**src/rtl/tcru_consts.svh**
```systemverilog
// register indices, field positions, reset values and vectors of the timer capture/reload unit
`ifndef TCRU_CONSTS_SVH
`define TCRU_CONSTS_SVH

// ----------------------------------------------------------------------------
// register indices (byte address is four times the index)
// ----------------------------------------------------------------------------
`define TCRU_IDX_T5        16'hfe46
`define TCRU_IDX_T6        16'hfe48
`define TCRU_IDX_CAPTURE_RELOAD_REGISTER    16'hfe4a
`define TCRU_IDX_T5CTL     16'hff46
`define TCRU_IDX_T6CTL     16'hff48
`define TCRU_IDX_TIMER_FIVE_IRQ_CONTROL      16'hff66
`define TCRU_IDX_TIMER_SIX_IRQ_CONTROL      16'hff68
`define TCRU_IDX_CRIC      16'hff6a
`define TCRU_IDX_STATUS    16'hff70
`define TCRU_IDX_MASK      16'hff72

// ----------------------------------------------------------------------------
// control fields
// ----------------------------------------------------------------------------
`define TCRU_F_RUN         0
`define TCRU_F_DOWN        1
`define TCRU_F_SRC         2
`define TCRU_F_PRE_LO      3
`define TCRU_F_PRE_HI      5
`define TCRU_F_RELOAD      6
`define TCRU_F_CLR         8
`define TCRU_F_EDGE_LO     9
`define TCRU_F_EDGE_HI     10
`define TCRU_F_CSRC_LO     11
`define TCRU_F_CSRC_HI     12
`define TCRU_T5CTL_MASK    16'h1f3f
`define TCRU_T6CTL_MASK    16'h007b

// ----------------------------------------------------------------------------
// interrupt control fields and reset values
// ----------------------------------------------------------------------------
`define TCRU_F_IR          7
`define TCRU_F_IE          6
`define TCRU_RST16         16'h0000

// ----------------------------------------------------------------------------
// interrupt vector locations and trap numbers
// ----------------------------------------------------------------------------
`define TCRU_VEC_T5        24'h000094
`define TCRU_VEC_T6        24'h000098
`define TCRU_VEC_CR        24'h00009c
`define TCRU_TRAP_T5       8'h25
`define TCRU_TRAP_T6       8'h26
`define TCRU_TRAP_CR       8'h27

`endif

```
**src/rtl/tcru_pkg.sv**
```systemverilog
// types shared by the timer capture/reload unit
`default_nettype none

package tcru_pkg;

  // --------------------------------------------------------------------------
  // capture edge and capture source selections
  // --------------------------------------------------------------------------
  typedef enum logic [1:0] {
    TCRU_EDGE_NONE = 2'h0,
    TCRU_EDGE_RISE = 2'h1,
    TCRU_EDGE_FALL = 2'h2,
    TCRU_EDGE_BOTH = 2'h3
  } tcru_edge_e;

  typedef enum logic [1:0] {
    TCRU_CSRC_PIN   = 2'h0,
    TCRU_CSRC_COUNT = 2'h1,
    TCRU_CSRC_DIR   = 2'h2,
    TCRU_CSRC_AUX   = 2'h3
  } tcru_csrc_e;

endpackage

`default_nettype wire

```
**src/rtl/tcru_sync.sv**
```systemverilog
// three-stage input synchroniser with agreement filter and edge pulses
`default_nettype none

module tcru_sync #(
  parameter int N = 3
) (
  input  wire logic         clk,
  input  wire logic         rst,
  input  wire logic [N-1:0] async_in,
  output var  logic [N-1:0] rise,
  output var  logic [N-1:0] fall
);

  logic [N-1:0] s1_r;
  logic [N-1:0] s2_r;
  logic [N-1:0] s3_r;
  logic [N-1:0] filt_r;
  logic [N-1:0] filt_nxt;

  // --------------------------------------------------------------------------
  // per input: a change is accepted once stages two and three agree
  // --------------------------------------------------------------------------
  for (genvar i = 0; i < N; i++) begin : g_bit
    assign filt_nxt[i] = (s2_r[i] == s3_r[i]) ? s3_r[i] : filt_r[i];
  end

  always_ff @(posedge clk or posedge rst) begin
    if (rst) begin
      s1_r   <= '0;
      s2_r   <= '0;
      s3_r   <= '0;
      filt_r <= '0;
      rise   <= '0;
      fall   <= '0;
    end else begin
      s1_r   <= async_in;
      s2_r   <= s1_r;
      s3_r   <= s2_r;
      filt_r <= filt_nxt;
      rise   <= filt_nxt & ~filt_r;
      fall   <= ~filt_nxt & filt_r;
    end
  end

endmodule

`default_nettype wire

```
**src/rtl/tcru_top.sv**
```systemverilog
// timer capture/reload unit: timers five and six, capture/reload register, AHB-Lite slave
//
// The AHB-Lite interface to the registers is this design's own decision.
`include "tcru_consts.svh"
`default_nettype none

module tcru_top
  import tcru_pkg::*;
#(
  parameter int W = 16
) (
  input  wire logic        clk,
  input  wire logic        rst,
  input  wire logic        hsel,
  input  wire logic [31:0] haddr,
  input  wire logic [1:0]  htrans,
  input  wire logic        hwrite,
  input  wire logic [2:0]  hsize,
  input  wire logic [31:0] hwdata,
  input  wire logic        hready,
  output var  logic [31:0] hrdata,
  output var  logic        hreadyout,
  output var  logic        hresp,
  input  wire logic        capture_input_pin,
  input  wire logic        aux_timer_count_input,
  input  wire logic        aux_timer_direction_input,
  output var  logic        timer_six_latch,
  output var  logic        irq,
  output var  logic [23:0] irq_vector,
  output var  logic [7:0]  irq_trap
);

  // --------------------------------------------------------------------------
  // declarations
  // --------------------------------------------------------------------------
  logic         dph_r;
  logic         dph_wr_r;
  logic [31:0]  dph_addr_r;
  logic         accept;
  logic         wr_en;
  logic [31:0]  rd_nxt;
  logic [W-1:0] t5_r;
  logic [W-1:0] t6_r;
  logic [W-1:0] capture_reload_register_r;
  logic [15:0]  t5ctl_r;
  logic [15:0]  t6ctl_r;
  logic [15:0]  pre_r;
  logic [2:0]   req_r;
  logic [2:0]   en_r;
  logic [2:0]   req_set;
  logic [2:0]   req_clr;
  logic [2:0]   pin_rise;
  logic [2:0]   pin_fall;
  logic         t5_step;
  logic         t6_step;
  logic         t6_flow;
  logic         t5_flow;
  logic         cap_fire;
  logic         pin_trig;
  logic         cnt_trig;
  logic         dir_trig;
  tcru_edge_e   cap_edge;
  tcru_csrc_e   cap_src;

  localparam logic [15:0] IC_IDX [3] = '{`TCRU_IDX_TIMER_FIVE_IRQ_CONTROL, `TCRU_IDX_TIMER_SIX_IRQ_CONTROL, `TCRU_IDX_CRIC};

  function automatic logic hit(input logic [31:0] a, input logic [15:0] idx);
    hit = (a == {14'h0000, idx, 2'b00});
  endfunction

  function automatic logic tick(input logic [15:0] cnt, input logic [2:0] n);
    logic [15:0] m;
    m    = (16'h0001 << n) - 16'h0001;
    tick = &(cnt | ~m);
  endfunction

  function automatic logic sel_edge(input tcru_edge_e e, input logic r, input logic f);
    sel_edge = ((e == TCRU_EDGE_RISE) || (e == TCRU_EDGE_BOTH)) && r ||
               ((e == TCRU_EDGE_FALL) || (e == TCRU_EDGE_BOTH)) && f;
  endfunction

  // --------------------------------------------------------------------------
  // input pins
  // --------------------------------------------------------------------------
  tcru_sync #(
    .N (3)
  ) u_sync (
    .clk      (clk),
    .rst      (rst),
    .async_in ({aux_timer_direction_input, aux_timer_count_input, capture_input_pin}),
    .rise     (pin_rise),
    .fall     (pin_fall)
  );

  // --------------------------------------------------------------------------
  // AHB-Lite slave: one wait state, then the data phase completes
  // --------------------------------------------------------------------------
  // a new address phase is refused while a data phase is pending
  assign accept = hsel && hready && htrans[1] && !dph_r;
  assign wr_en  = dph_r && dph_wr_r;

  always_ff @(posedge clk or posedge rst) begin
    if (rst) begin
      dph_r      <= 1'b0;
      dph_wr_r   <= 1'b0;
      dph_addr_r <= '0;
    end else begin
      dph_r <= accept;
      if (accept) begin
        dph_wr_r   <= hwrite;
        dph_addr_r <= haddr;
      end
    end
  end

  always_ff @(posedge clk or posedge rst) begin
    if (rst) begin
      hreadyout <= 1'b1;
      hresp     <= 1'b0;
      hrdata    <= '0;
    end else begin
      hreadyout <= dph_r ? 1'b1 : !accept;
      hresp     <= 1'b0;
      if (dph_r && !dph_wr_r) begin
        hrdata <= rd_nxt;
      end
    end
  end

  always_comb begin
    rd_nxt = '0;
    if (hit(dph_addr_r, `TCRU_IDX_T5))          rd_nxt[W-1:0] = t5_r;
    else if (hit(dph_addr_r, `TCRU_IDX_T6))     rd_nxt[W-1:0] = t6_r;
    else if (hit(dph_addr_r, `TCRU_IDX_CAPTURE_RELOAD_REGISTER)) rd_nxt[W-1:0] = capture_reload_register_r;
    else if (hit(dph_addr_r, `TCRU_IDX_T5CTL))  rd_nxt[15:0]  = t5ctl_r;
    else if (hit(dph_addr_r, `TCRU_IDX_T6CTL))  rd_nxt[15:0]  = t6ctl_r;
    else if (hit(dph_addr_r, `TCRU_IDX_STATUS)) rd_nxt[2:0]   = req_r;
    else if (hit(dph_addr_r, `TCRU_IDX_MASK))   rd_nxt[2:0]   = en_r;
    else begin
      for (int i = 0; i < 3; i++) begin
        if (hit(dph_addr_r, IC_IDX[i])) begin
          rd_nxt[`TCRU_F_IR] = req_r[i];
          rd_nxt[`TCRU_F_IE] = en_r[i];
        end
      end
    end
  end

  // --------------------------------------------------------------------------
  // control registers
  // --------------------------------------------------------------------------
  always_ff @(posedge clk or posedge rst) begin
    if (rst) begin
      t5ctl_r <= `TCRU_RST16;
      t6ctl_r <= `TCRU_RST16;
    end else begin
      if (wr_en && hit(dph_addr_r, `TCRU_IDX_T5CTL)) t5ctl_r <= hwdata[15:0] & `TCRU_T5CTL_MASK;
      if (wr_en && hit(dph_addr_r, `TCRU_IDX_T6CTL)) t6ctl_r <= hwdata[15:0] & `TCRU_T6CTL_MASK;
    end
  end

  // --------------------------------------------------------------------------
  // prescaler and count steps
  // --------------------------------------------------------------------------
  always_ff @(posedge clk or posedge rst) begin
    if (rst) pre_r <= '0;
    else     pre_r <= pre_r + 16'h0001;
  end

  assign t6_step = t6ctl_r[`TCRU_F_RUN] && tick(pre_r, t6ctl_r[`TCRU_F_PRE_HI:`TCRU_F_PRE_LO]);
  assign t6_flow = t6_step && (t6ctl_r[`TCRU_F_DOWN] ? (t6_r == '0) : (&t6_r));
  assign t5_step = t5ctl_r[`TCRU_F_RUN] &&
                   (t5ctl_r[`TCRU_F_SRC] ? t6_flow
                                        : tick(pre_r, t5ctl_r[`TCRU_F_PRE_HI:`TCRU_F_PRE_LO]));
  assign t5_flow = t5_step && (t5ctl_r[`TCRU_F_DOWN] ? (t5_r == '0) : (&t5_r));

  // --------------------------------------------------------------------------
  // capture trigger
  // --------------------------------------------------------------------------
  assign cap_edge = tcru_edge_e'(t5ctl_r[`TCRU_F_EDGE_HI:`TCRU_F_EDGE_LO]);
  assign cap_src  = tcru_csrc_e'(t5ctl_r[`TCRU_F_CSRC_HI:`TCRU_F_CSRC_LO]);
  assign pin_trig = sel_edge(cap_edge, pin_rise[0], pin_fall[0]);
  assign cnt_trig = sel_edge(cap_edge, pin_rise[1], pin_fall[1]);
  assign dir_trig = sel_edge(cap_edge, pin_rise[2], pin_fall[2]);

  always_comb begin
    unique case (cap_src)
      TCRU_CSRC_PIN:   cap_fire = pin_trig;
      TCRU_CSRC_COUNT: cap_fire = cnt_trig;
      TCRU_CSRC_DIR:   cap_fire = dir_trig;
      TCRU_CSRC_AUX:   cap_fire = cnt_trig || dir_trig;
    endcase
  end

  // --------------------------------------------------------------------------
  // timer five, timer six, capture/reload register
  // --------------------------------------------------------------------------
  // a bus write wins over clear, reload and counting
  always_ff @(posedge clk or posedge rst) begin
    if (rst) begin
      t5_r <= '0;
    end else if (wr_en && hit(dph_addr_r, `TCRU_IDX_T5)) begin
      t5_r <= hwdata[W-1:0];
    end else if (cap_fire && t5ctl_r[`TCRU_F_CLR]) begin
      t5_r <= '0;
    end else if (t5_step) begin
      t5_r <= t5ctl_r[`TCRU_F_DOWN] ? t5_r - 1'b1 : t5_r + 1'b1;
    end
  end

  always_ff @(posedge clk or posedge rst) begin
    if (rst) begin
      t6_r <= '0;
    end else if (wr_en && hit(dph_addr_r, `TCRU_IDX_T6)) begin
      t6_r <= hwdata[W-1:0];
    end else if (t6_flow && t6ctl_r[`TCRU_F_RELOAD]) begin
      t6_r <= capture_reload_register_r;
    end else if (t6_step) begin
      t6_r <= t6ctl_r[`TCRU_F_DOWN] ? t6_r - 1'b1 : t6_r + 1'b1;
    end
  end

  // a capture wins over a bus write to capture/reload
  always_ff @(posedge clk or posedge rst) begin
    if (rst) begin
      capture_reload_register_r <= '0;
    end else if (cap_fire) begin
      capture_reload_register_r <= t5_r;
    end else if (wr_en && hit(dph_addr_r, `TCRU_IDX_CAPTURE_RELOAD_REGISTER)) begin
      capture_reload_register_r <= hwdata[W-1:0];
    end
  end

  always_ff @(posedge clk or posedge rst) begin
    if (rst)          timer_six_latch <= 1'b0;
    else if (t6_flow) timer_six_latch <= !timer_six_latch;
  end

  // --------------------------------------------------------------------------
  // interrupt nodes: request set wins over clear
  // --------------------------------------------------------------------------
  assign req_set = {cap_fire, t6_flow, t5_flow};

  for (genvar i = 0; i < 3; i++) begin : g_node
    logic rq_r;
    logic ie_r;

    assign req_clr[i] = wr_en && (
                        (hit(dph_addr_r, IC_IDX[i]) && hwdata[`TCRU_F_IR]) ||
                        (hit(dph_addr_r, `TCRU_IDX_STATUS) && hwdata[i]));

    // enable storage is shared by the irq control word and the mask
    always_ff @(posedge clk or posedge rst) begin
      if (rst) begin
        rq_r <= 1'b0;
        ie_r <= 1'b0;
      end else begin
        rq_r <= req_set[i] || (rq_r && !req_clr[i]);
        if (wr_en && hit(dph_addr_r, IC_IDX[i])) ie_r <= hwdata[`TCRU_F_IE];
        else if (wr_en && hit(dph_addr_r, `TCRU_IDX_MASK)) ie_r <= hwdata[i];
      end
    end

    assign req_r[i] = rq_r;
    assign en_r[i]  = ie_r;
  end

  always_ff @(posedge clk or posedge rst) begin
    if (rst) begin
      irq        <= 1'b0;
      irq_vector <= '0;
      irq_trap   <= '0;
    end else begin
      irq <= |(req_r & en_r);
      if (req_r[0] && en_r[0]) begin
        irq_vector <= `TCRU_VEC_T5;
        irq_trap   <= `TCRU_TRAP_T5;
      end else if (req_r[1] && en_r[1]) begin
        irq_vector <= `TCRU_VEC_T6;
        irq_trap   <= `TCRU_TRAP_T6;
      end else if (req_r[2] && en_r[2]) begin
        irq_vector <= `TCRU_VEC_CR;
        irq_trap   <= `TCRU_TRAP_CR;
      end else begin
        irq_vector <= '0;
        irq_trap   <= '0;
      end
    end
  end

endmodule

`default_nettype wire

```
**config.mk**
```make
export PLATFORM = sky130hd
export DESIGN_NAME = tcru_top
export DESIGN_NICKNAME = d
export VERILOG_FILES = /design/src/rtl/tcru_pkg.sv /design/src/rtl/tcru_sync.sv /design/src/rtl/tcru_top.sv
export VERILOG_INCLUDE_DIRS = /design/src /design/src/rtl
export SDC_FILE = /design/constraint.sdc
export NUM_CORES = 1
export LEC_CHECK = 0
export BUFFER_PORTS_ARGS = -buffer_cell sky130_fd_sc_hd__buf_2
export CORE_ASPECT_RATIO = 0.75
export CORE_MARGIN = 8
export CORE_UTILIZATION = 45
export CTS_CLUSTER_DIAMETER = 150
export CTS_CLUSTER_SIZE = 14
export DETAILED_ROUTE_END_ITERATION = 8
export GPL_TIMING_DRIVEN = 0
export PLACE_DENSITY = 0.68
export SLEW_MARGIN = 10
export SYNTH_ARGS = -nofsm -noshare
export SYNTH_HDL_FRONTEND = slang
export SYNTH_SLANG_ARGS = --single-unit
```
**constraint.sdc**
```tcl
create_clock -name clk -period 5.2 [get_ports clk]
set_input_delay 0.52 -clock clk [delete_from_list [all_inputs] [get_ports clk]]
set_output_delay 0.52 -clock clk [all_outputs]
set_load 0.1 [all_outputs]
```
==> results of run 1 <==
## worst reg2reg max path, delay by kind of cell (launching register included)
family                   cells  cell delay (ps)
buffers and inverters        3              660
adder cells (fa/ha/maj)      1              250
AO/OA/AOI/OAI                3              720
AND/OR/NAND/NOR              6             1260
flip-flops                   1              390
## metal layers
layer	wire length [µm]	track usage
met1	12300	0.292
met2	11200	0.300
met3	1780	0.0449
met4	327	0.0482
met5	0	0
## worst max path at each step
stage,startpoint,endpoint,slack [ps],cells past startpoint
2_1_floorplan,rst,capture_reload_register_r[0],330,1
3_3_place_gp,rst,u_sync.s1_r[1],-1560,2
3_5_place_dp,t6ctl_r[4],t6_r[13],1860,11
4_1_cts,t6ctl_r[4],t6_r[13],1810,11
5_1_grt,t6ctl_r[4],t6_r[13],1470,11
6_report,t6ctl_r[4],t6_r[8],1800,13
## cell families after synthesis
| kind of cell | after synthesis |
|---|---|
| buffers and inverters | 109 |
| xor gates and xnor gates | 39 |
| muxes | 38 |
| other | 1 |
| adders and majority gates | 37 |
| and+or+nand+nor | 393 |
| AOI/OAI and AO/OA | 237 |
| DFF | 161 |
## power groups by stage
stage,clock network (W),logic [W],registers [W]
5_1_grt,0.00135,0.000345,0.00135
4_1_cts,0.00130,0.000319,0.00134
3_5_place_dp,0,0.000318,0.00137
2_1_floorplan,0,0.000251,0.00136
3_3_place_gp,0,0.000311,0.00137
6_report,0.00128,0.000320,0.00134
## per-stage QoR
| stage | cells | utilization |
|---|---|---|
| after global routing | 1453 | 0.538 |
| final | 1453 | 0.538 |
| after global placement | 1420 | 0.507 |
| after detailed placement | 1421 | 0.508 |
| after CTS | 1453 | 0.538 |
| after floorplan | 1055 | - |
## sequential cells by signal, indices dropped and copies added, names as in the netlist, 6 cells and up
register and count:
t5_r 16, pre_r 16, dph_addr_r 32, hrdata 16, t5ctl_r 11, t6ctl_r 6
capture_reload_register_r 16, t6_r 16
## layout make-up
type | count | area [µm²]
multi-input combinational | 785 | 4870
clock inverter | 12 | 144
timing repair buffer | 84 | 443
inverter | 18 | 75.1
fill | 1855 | 9390
buffer | 91 | 559
clock buffer | 20 | 457
tap | 282 | 353
sequential | 161 | 4030
## layout by cell type (no fill, tap or decap), drive strengths merged, types with 20 or more instances in the layout
cell / count
nand2: 192
dfrtp: 160
buf: 151
o21ai: 74
nor2: 68
clkbuf: 44
a21oi: 43
conb: 41
ha: 32
nor3: 27
xnor2: 24
mux2i: 23
inv: 23
nand3: 20
==> flow_summary.json, run 1 <==
{
  "rsz0062_at_grt": "false",
  "cp-start-kind": "flop",
  "pre_cts_ws_ps": 1860,
  "irDropWorstVdd_uv": 186,
  "yosys.area_share.adder": 0.0502,
  "p_int_w": 0.00213,
  "power_frac_seq": 0.456,
  "hold_ws_ps": 168,
  "switchingPower_w": 0.000820,
  "ys_async_sr_fraction": 1.00,
  "r2r-end": "t6_r[8]",
  "diodes": 0,
  "synth-seq-area-share": 0.430,
  "cts_hold_buffers": 0,
  "path_class": "flop to flop",
  "route.detailed.drc": 0,
  "initial_utilization": 0.461,
  "die_y_um": 141,
  "relSlewSlack": 0.273,
  "r2r-start": "t6ctl_r[4]",
  "fin_setup_tns_ps": 0,
  "setup_viol": 0,
  "drtIter0Drc": 905,
  "synth-edff-count": 0,
  "ios": 145,
  "worstMarginPinSlew_ps": 1080,
  "status": "finished clean",
  "clockBufferDepth": 2,
  "core-area_mm2": 0.0203,
  "synth_xor_area_frac": 0.0364,
  "drt-wirelength-per-cell_um": 17.6,
  "synth_top_family_by_area": "simple AND/OR/NAND/NOR gates",
  "r2r_cells": 13,
  "synthTopCellsByCount": "nand2_1 (190), dfrtp_1 (160), nor2_1 (67)",
  "synthFlopType": "dfrtp_1",
  "dp_hpwl_um": 19100,
  "syn_to_final_growth_pct": 16.6,
  "netlist_area_mm2": 0.00938,
  "min_path_type": "input port to asynchronous set/reset pin",
  "ctsResizeCount": 0,
  "required_ps": 5510,
  "swShare": 0.278,
  "grt_max_degree": 85,
  "antenna_found_initial": 0,
  "grt_pass1_wl_um": 41700,
  "gp_congestion": 0.880,
  "critPathBufInv": 3,
  "die_area_mm2": 0.0258,
  "row_count": 45,
  "nets": 1269,
  "cts_tree": "yes",
  "power_density_mw_per_mm2": 270,
  "yosys-top-cells-area": "dfrtp_1 (43%), nand2_1 (7.6%), ha_1 (4.3%), buf_4 (3.9%), nor2_1 (2.7%)",
  "cts-buffers-inserted": 17,
  "fmax_ghz": 0.294,
  "vias": 8007,
  "muxShareOfSynthArea": 0.0446,
  "max_stage_delay_ps": 390,
  "layout_min_cycle_time_ps": 3400,
  "die_w_um": 183,
  "ant_nets": 0,
  "drv_cap": 0,
  "path_max_fanout": 10,
  "routed_via_density": 5.51,
  "clkPwrFrac": 0.436,
  "cp_common_cell": "buf_2",
  "cts_sinks": 161,
  "yosysTopAreaCell": "dfrtp_1",
  "syn_inst": 1015,
  "reg2reg_slack_ps": 1800,
  "p_comb_frac": 0.108,
  "first_pass_iters": 5,
  "post-cts-setup-buffers": 0,
  "yosys.area.top_type_share": 0.427,
  "total_leakage_power_nw": 4.99,
  "slowest_stage": "dfrtp_1",
  "setup_ws_ps": 1800,
  "portBuffers": 83,
  "min_period_over_period": 0.654,
  "insertion_delay_ps": 440,
  "cp-end-kind": "flop",
  "skew_ps": 11.8,
  "worstPathArrival_ps": 3710,
  "post-synth-top-count-cell": "nand2_1",
  "grt_usage": 0.202,
  "place_area_mm2": 0.0103,
  "crit_family": "simple AND/OR/NAND/NOR gates",
  "htree_levels": 4,
  "path_clk_slew_ps": 70,
  "grt_pass1_vias": 7671,
  "drive_gt1_frac": 0.191,
  "ys.warnings.count": 0,
  "drv_slew": 0,
  "cts-root-buf": "clkbuf_16",
  "grt_overflow_total": 0,
  "avgSynthCellArea_um2": 9.24,
  "power_w": 0.00295,
  "finalHoldViolCount": 0,
  "wl_um": 25600,
  "finalInstanceArea_mm2": 0.0109,
  "synth_seq_cells": 161,
  "synth-simple-area-share": 0.199,
  "yosysUniqueCellTypes": 79,
  "synth_compound_area_frac": 0.173,
  "crit_chain": "buf_2 -> or3_1 -> ha_1 -> nor3b_1 -> a2111oi_1 -> nand2_1 -> nor3_2 -> and3_1 -> buf_2 -> buf_2 -> nor2_1 -> a211oi_1 -> o31ai_1"
}
(Power assumes the default switching activity.)
==> run 2: changes to the inputs <==
Clock period 5.2 ns to 3 ns, I/O delays scaled along.
==> flow_summary.json, run 2 (synthesis results as in run 1) <==
{
  "total_leakage_power_nw": 5.19,
  "status": "finished clean",
  "path_clk_slew_ps": 70,
  "nets": 1296,
  "first_pass_iters": 6,
  "pre_cts_ws_ps": -362,
  "die_w_um": 183,
  "drv_cap": 0,
  "required_ps": 3300,
  "die_area_mm2": 0.0258,
  "min-delay-start": "haddr[16]",
  "core-area_mm2": 0.0203,
  "grt_usage": 0.204,
  "ant_nets": 0,
  "cts-buffers-inserted": 17,
  "layout_min_cycle_time_ps": 2950,
  "drive_gt1_frac": 0.228,
  "insertion_delay_ps": 440,
  "r2r-start": "t6ctl_r[5]",
  "portBuffers": 83,
  "power_density_mw_per_mm2": 444,
  "reg2reg_slack_ps": 50,
  "multi_input_area_mm2": 0.00504,
  "cts_tree": "yes",
  "min_path_type": "input port to flop",
  "drtIter0Drc": 1202,
  "min_period_over_period": 0.984,
  "ios": 145,
  "initial_utilization": 0.461,
  "wl_um": 26700,
  "hold_path_depth": 3,
  "dp_cells": 1425,
  "row_count": 45,
  "grt_pass1_wl_um": 42200,
  "most-common-layout-cells": "nand2_1 (189), dfrtp_1 (158), buf_2 (92)",
  "mostFrequentLayoutCell": "nand2_1",
  "place_area_mm2": 0.0104,
  "cp-start-kind": "flop",
  "skew_ps": 10.1,
  "hold_ws_ps": 44.9,
  "irDropWorstVdd_uv": 315,
  "cts-root-buf": "clkbuf_16",
  "drt-wirelength-per-cell_um": 18.0,
  "cts_sinks": 161,
  "relSlewSlack": 0.404,
  "finalInstanceArea_mm2": 0.0115,
  "setup_viol": 0,
  "fillers": 1799,
  "r2r-end": "t6_r[0]",
  "htree_levels": 4,
  "clockBufferDepth": 2,
  "worstMarginPinSlew_ps": 890,
  "finalNonFillerCells": 1480,
  "path_max_fanout": 9,
  "fmax_ghz": 0.339,
  "path_class": "flop to flop",
  "antenna_found_initial": 0,
  "grt_max_degree": 38,
  "finalHoldViolCount": 0,
  "routed_via_density": 5.53,
  "diodes": 0,
  "largest_reg_flops": 32,
  "cp-end-kind": "flop",
  "grt_pass1_vias": 7778,
  "seq_area_mm2": 0.00404,
  "min_to": "dph_addr_r[16]",
  "rsz0062_at_grt": "true",
  "syn_to_final_growth_pct": 22.2,
  "gp_congestion": 0.902,
  "largest_register": "dph_addr_r",
  "drv_slew": 0,
  "dp_hpwl_um": 19600,
  "worstPathArrival_ps": 3260,
  "r2r_cells": 12,
  "die_y_um": 141,
  "grt_overflow_total": 0,
  "route.detailed.drc": 0,
  "setup_ws_ps": 46.9,
  "vias": 8180
}
==> run 2: cell types whose count changed in the layout (fill, tap and decap cells not counted), sizes merged <==
cell,delta
buf,+25
clkbuf,-4
dlygate4sd3,+4
clkinv,+3
inv,-2
clkinvlp,+1
==> run 2: where the power goes <==
part / internal [W] / leakage [nW] / switching, W
Combinational: 0.000150 / 3.04 / 0.000421
Clock: 0.00124 / 0.283 / 0.000949
Sequential: 0.00227 / 1.86 / 0.0000669
==> run 2: per-layer routing <==
layer  part of all wire  vias to the layer above  track usage
li1                   -                     3906            -
met1               0.46                     3908        0.295
met2               0.45                      344        0.306
met3              0.082                       22       0.0421
met4              0.013                        0       0.0517
met5                  0                        -            0
==> run 2: area by class of cell <==
type	instances	area share
clock buffers	18	0.0374
inverters	18	0.00622
plain buffers	87	0.0526
multi-input cells	785	0.439
flip-flops and latches	161	0.352
repair buffers	115	0.0682
clock inverters	14	0.0134
well taps	282	0.0308
==> run 2: worst max path at each step <==
stage | start | to | slack [ps] | cells after the start
floorplan | t6ctl_r[4] | t6_r[1] | 140 | 13
global placement | rst | u_sync.s1_r[1] | -390 | 2
detailed placement | t6ctl_r[4] | t6_r[13] | -360 | 11
CTS | t6ctl_r[4] | t6_r[13] | -7 | 11
global route | t6ctl_r[5] | t6_r[0] | -6 | 12
finish | t6ctl_r[5] | t6_r[0] | 50 | 12
==> run 2: worst max-delay path, cell delays in order (launching register included) <==
cell       delay [ps]
dfrtp_1           390
buf_6             150
or3_4             340
ha_4              170
nor3b_4           160
a2111oi_4         330
nand2_2           130
nor3_4            230
and3_4            230
buf_6             150
mux2_1            330
mux2i_1           140
o21ai_1            70
==> run 2: through the flow <==
stage / total power [W] / util / TNS, ps
after floorplan: 0.00279 / - / 0
after global placement: 0.00291 / 0.507 / -67640
after detailed placement: 0.00293 / 0.513 / -7530
after CTS: 0.00510 / 0.555 / -7.20
after global routing: 0.00527 / 0.564 / -10.1
final: 0.00509 / 0.564 / 0
==> run 2: what timing repair did <==
| action | 4_1_cts | 5_1_grt |
|---|---|---|
| pin swaps | 10 | 12 |
| endpoints found under the setup margin | 35 | 53 |
| hold buffers | 4 | 0 |
| setup buffers | 11 | 10 |
| gates cloned | 1 | 1 |
| hold endpoints to repair | 17 | 0 |
| resized for setup | 34 | 23 |
==> run 3: changes to the inputs <==
Settings changed: ABC_AREA set to 1.
==> flow_summary.json, run 3 <==
{
  "cp-start-kind": "flop",
  "vias": 9848,
  "slowest_stage": "dfrtp_1",
  "path_class": "flop to flop",
  "status": "finished clean",
  "fin_util": 0.526,
  "synth_seq_cells": 161,
  "ios": 145,
  "first_pass_iters": 5,
  "path_clk_slew_ps": 70,
  "critPathBufInv": 1,
  "insertion_delay_ps": 440,
  "synth-seq-area-share": 0.391,
  "cts_sinks": 161,
  "drv_slew": 0,
  "drt-wirelength-per-cell_um": 15.8,
  "max_stage_delay_ps": 770,
  "dp_cells": 1862,
  "relSlewSlack": 0.553,
  "routed_via_density": 5.19,
  "drtIter0Drc": 918,
  "core-area_mm2": 0.0228,
  "die_y_um": 147,
  "skew_ps": 14.1,
  "grt_pass1_vias": 9289,
  "hold_ws_ps": 55.2,
  "grt_overflow_total": 0,
  "ys_async_sr_fraction": 1.00,
  "rsz0062_at_grt": "false",
  "syn_to_final_growth_pct": 16.3,
  "initial_utilization": 0.453,
  "yosys-top-cells-area": "dfrtp_1 (39%), nand2_1 (16%), nand3_1 (6.0%), inv_1 (5.8%), o21ai_0 (4.0%)",
  "grt_usage": 0.216,
  "cts_tree": "yes",
  "power_density_mw_per_mm2": 585,
  "total_leakage_power_nw": 6.38,
  "post-synth-top-count-cell": "nand2_1",
  "netlist_area_mm2": 0.0103,
  "finalHoldViolCount": 0,
  "drive_gt1_frac": 0.141,
  "avgSynthCellArea_um2": 7.18,
  "htree_levels": 4,
  "yosys.area.top_type_share": 0.389,
  "required_ps": 3330,
  "fmax_ghz": 0.369,
  "synth-edff-count": 0,
  "most-common-layout-cells": "nand2_1 (440), inv_1 (159), dfrtp_1 (159)",
  "crit_chain": "inv_1 -> fa_1 -> o21ai_0 -> nand4_1 -> nand3_1 -> nand2_1 -> nand3_1 -> nand2_1 -> nand2_1 -> nand2_1",
  "dp_hpwl_um": 23400,
  "busiest_layer": "met2",
  "yosysTopAreaCell": "dfrtp_1",
  "worstPathArrival_ps": 3040,
  "finalInstanceArea_mm2": 0.0120,
  "ys.warnings.count": 0,
  "antenna_found_initial": 0,
  "die_w_um": 191,
  "syn_inst": 1434,
  "route.detailed.drc": 0,
  "min_period_over_period": 0.903,
  "largest_reg_flops": 32,
  "grt_use_met1": 0.310,
  "irDropWorstVdd_uv": 498,
  "finalNonFillerCells": 1898,
  "grt_pass1_wl_um": 48300,
  "row_count": 48,
  "gp_congestion": 0.930,
  "synthTopCellsByCount": "nand2_1 (440), dfrtp_1 (160), inv_1 (160)",
  "die_area_mm2": 0.0280,
  "layout_min_cycle_time_ps": 2710,
  "drv_cap": 0,
  "place_area_mm2": 0.0113,
  "synthFlopType": "dfrtp_1",
  "grtUsageMet3": 0.0547,
  "cp_common_cell": "nand2_1",
  "cts-buffers-inserted": 17,
  "yosysUniqueCellTypes": 53,
  "setup_viol": 0,
  "ant_nets": 0,
  "cp-end-kind": "flop",
  "gr-usage-met2": 0.320,
  "wl_um": 29900,
  "cts-root-buf": "clkbuf_16",
  "grt_max_degree": 34,
  "power_w": 0.00701,
  "nets": 1696,
  "clockBufferDepth": 2,
  "mostFrequentLayoutCell": "nand2_1",
  "min_path_type": "input port to flop",
  "diodes": 0,
  "crit_family": "flip-flops",
  "largest_register": "dph_addr_r",
  "path_max_fanout": 18,
  "worstMarginPinSlew_ps": 670,
  "portBuffers": 83,
  "post-cts-setup-buffers": 0
}
run 3: cell types whose count changed in the layout (fill, tap and decap cells not counted), moves of 12 or more:
cell / previous run / this run
o211ai_1: 1 / 16
buf_4: 68 / 48
nor2_1: 67 / 105
a22oi_1: 12 / 0
o22ai_1: 7 / 22
a211oi_1: 12 / 0
nand4_1: 12 / 35
mux2i_1: 23 / 0
o21ai_1: 48 / 16
o21ai_0: 26 / 81
nand3_1: 20 / 124
xnor2_1: 24 / 9
nand2_1: 189 / 440
inv_1: 16 / 159
run 3: worst paths after layout:
kind	slack, ps	to	cells past startpoint	from
worst max-delay path	290	t5_r[12]	10	t5ctl_r[1]
worst min-delay path	60	dph_addr_r[14]	3	haddr[14]
worst max register to register	290	t5_r[12]	10	t5ctl_r[1]
worst min register to register	350	u_sync.s2_r[1]	0	u_sync.s1_r[1]
max in group asynchronous	1770	u_sync.rise[0]	5	rst
min in group asynchronous	460	pre_r[11]	3	rst
run 3: area by class of cell:
type	instances	area, µm²
buffer	81	507
clock buffer	20	447
clock inverter	12	149
fill	2236	10800
inverter	173	656
multi-input combinational	1059	5260
sequential	161	4030
tap	300	375
timing repair buffer	92	556
run 3: cell families (layout without fill, tap and decap cells):
| family | Yosys count | after routing | synth area share |
|---|---|---|---|
| muxes | 2 | 2 | 0.00219 |
| and+or+nand+nor | 756 | 756 | 0.317 |
| buffers and inverters | 254 | 378 | 0.112 |
| xor gates and xnor gates | 29 | 29 | 0.0247 |
| other | 1 | 41 | 0.000364 |
| adders and majority gates | 36 | 36 | 0.0447 |
| DFF | 161 | 161 | 0.391 |
| AOI/OAI and AO/OA | 195 | 195 | 0.107 |
run 3: layer usage:
| layer | wire, µm | up-vias | part of all wire |
|---|---|---|---|
| met2 | 13000 | 352 | 0.43 |
| met3 | 2500 | 27 | 0.083 |
| li1 | - | 4888 | - |
| met5 | 0 | - | 0 |
| met4 | 356 | 0 | 0.012 |
| met1 | 14100 | 4581 | 0.47 |
run 3: per-stage QoR:
step / setup slack (ps) / TNS [ps]
global route: 129 / 0
global placement: -383 / -59540
finish: 291 / 0
CTS: 115 / 0
detailed placement: 141 / 0
floorplan: 658 / 0
run 3: power by group:
part	switching [W]	internal [W]	total, W
logic	0.00139	0.000702	0.00209
registers	0.000254	0.00243	0.00268
clock network	0.000967	0.00127	0.00224
total	0.00261	0.00440	0.00701
run 3: worst register-to-register path, cell delays in order, from the launching register on:
cell and delay, ps:
dfrtp_1 770, inv_1 260, fa_1 490, o21ai_0 390, nand4_1 210, nand3_1 140, nand2_1 50, nand3_1 120
nand2_1 70, nand2_1 60, nand2_1 40
run 3: repair_timing:
item / 4_1_cts / 5_1_grt
hold buffers: 4 / 0
endpoints found under the hold margin: 21 / 0
gates resized for setup: 0 / 2
endpoints found under the setup margin: 0 / 4
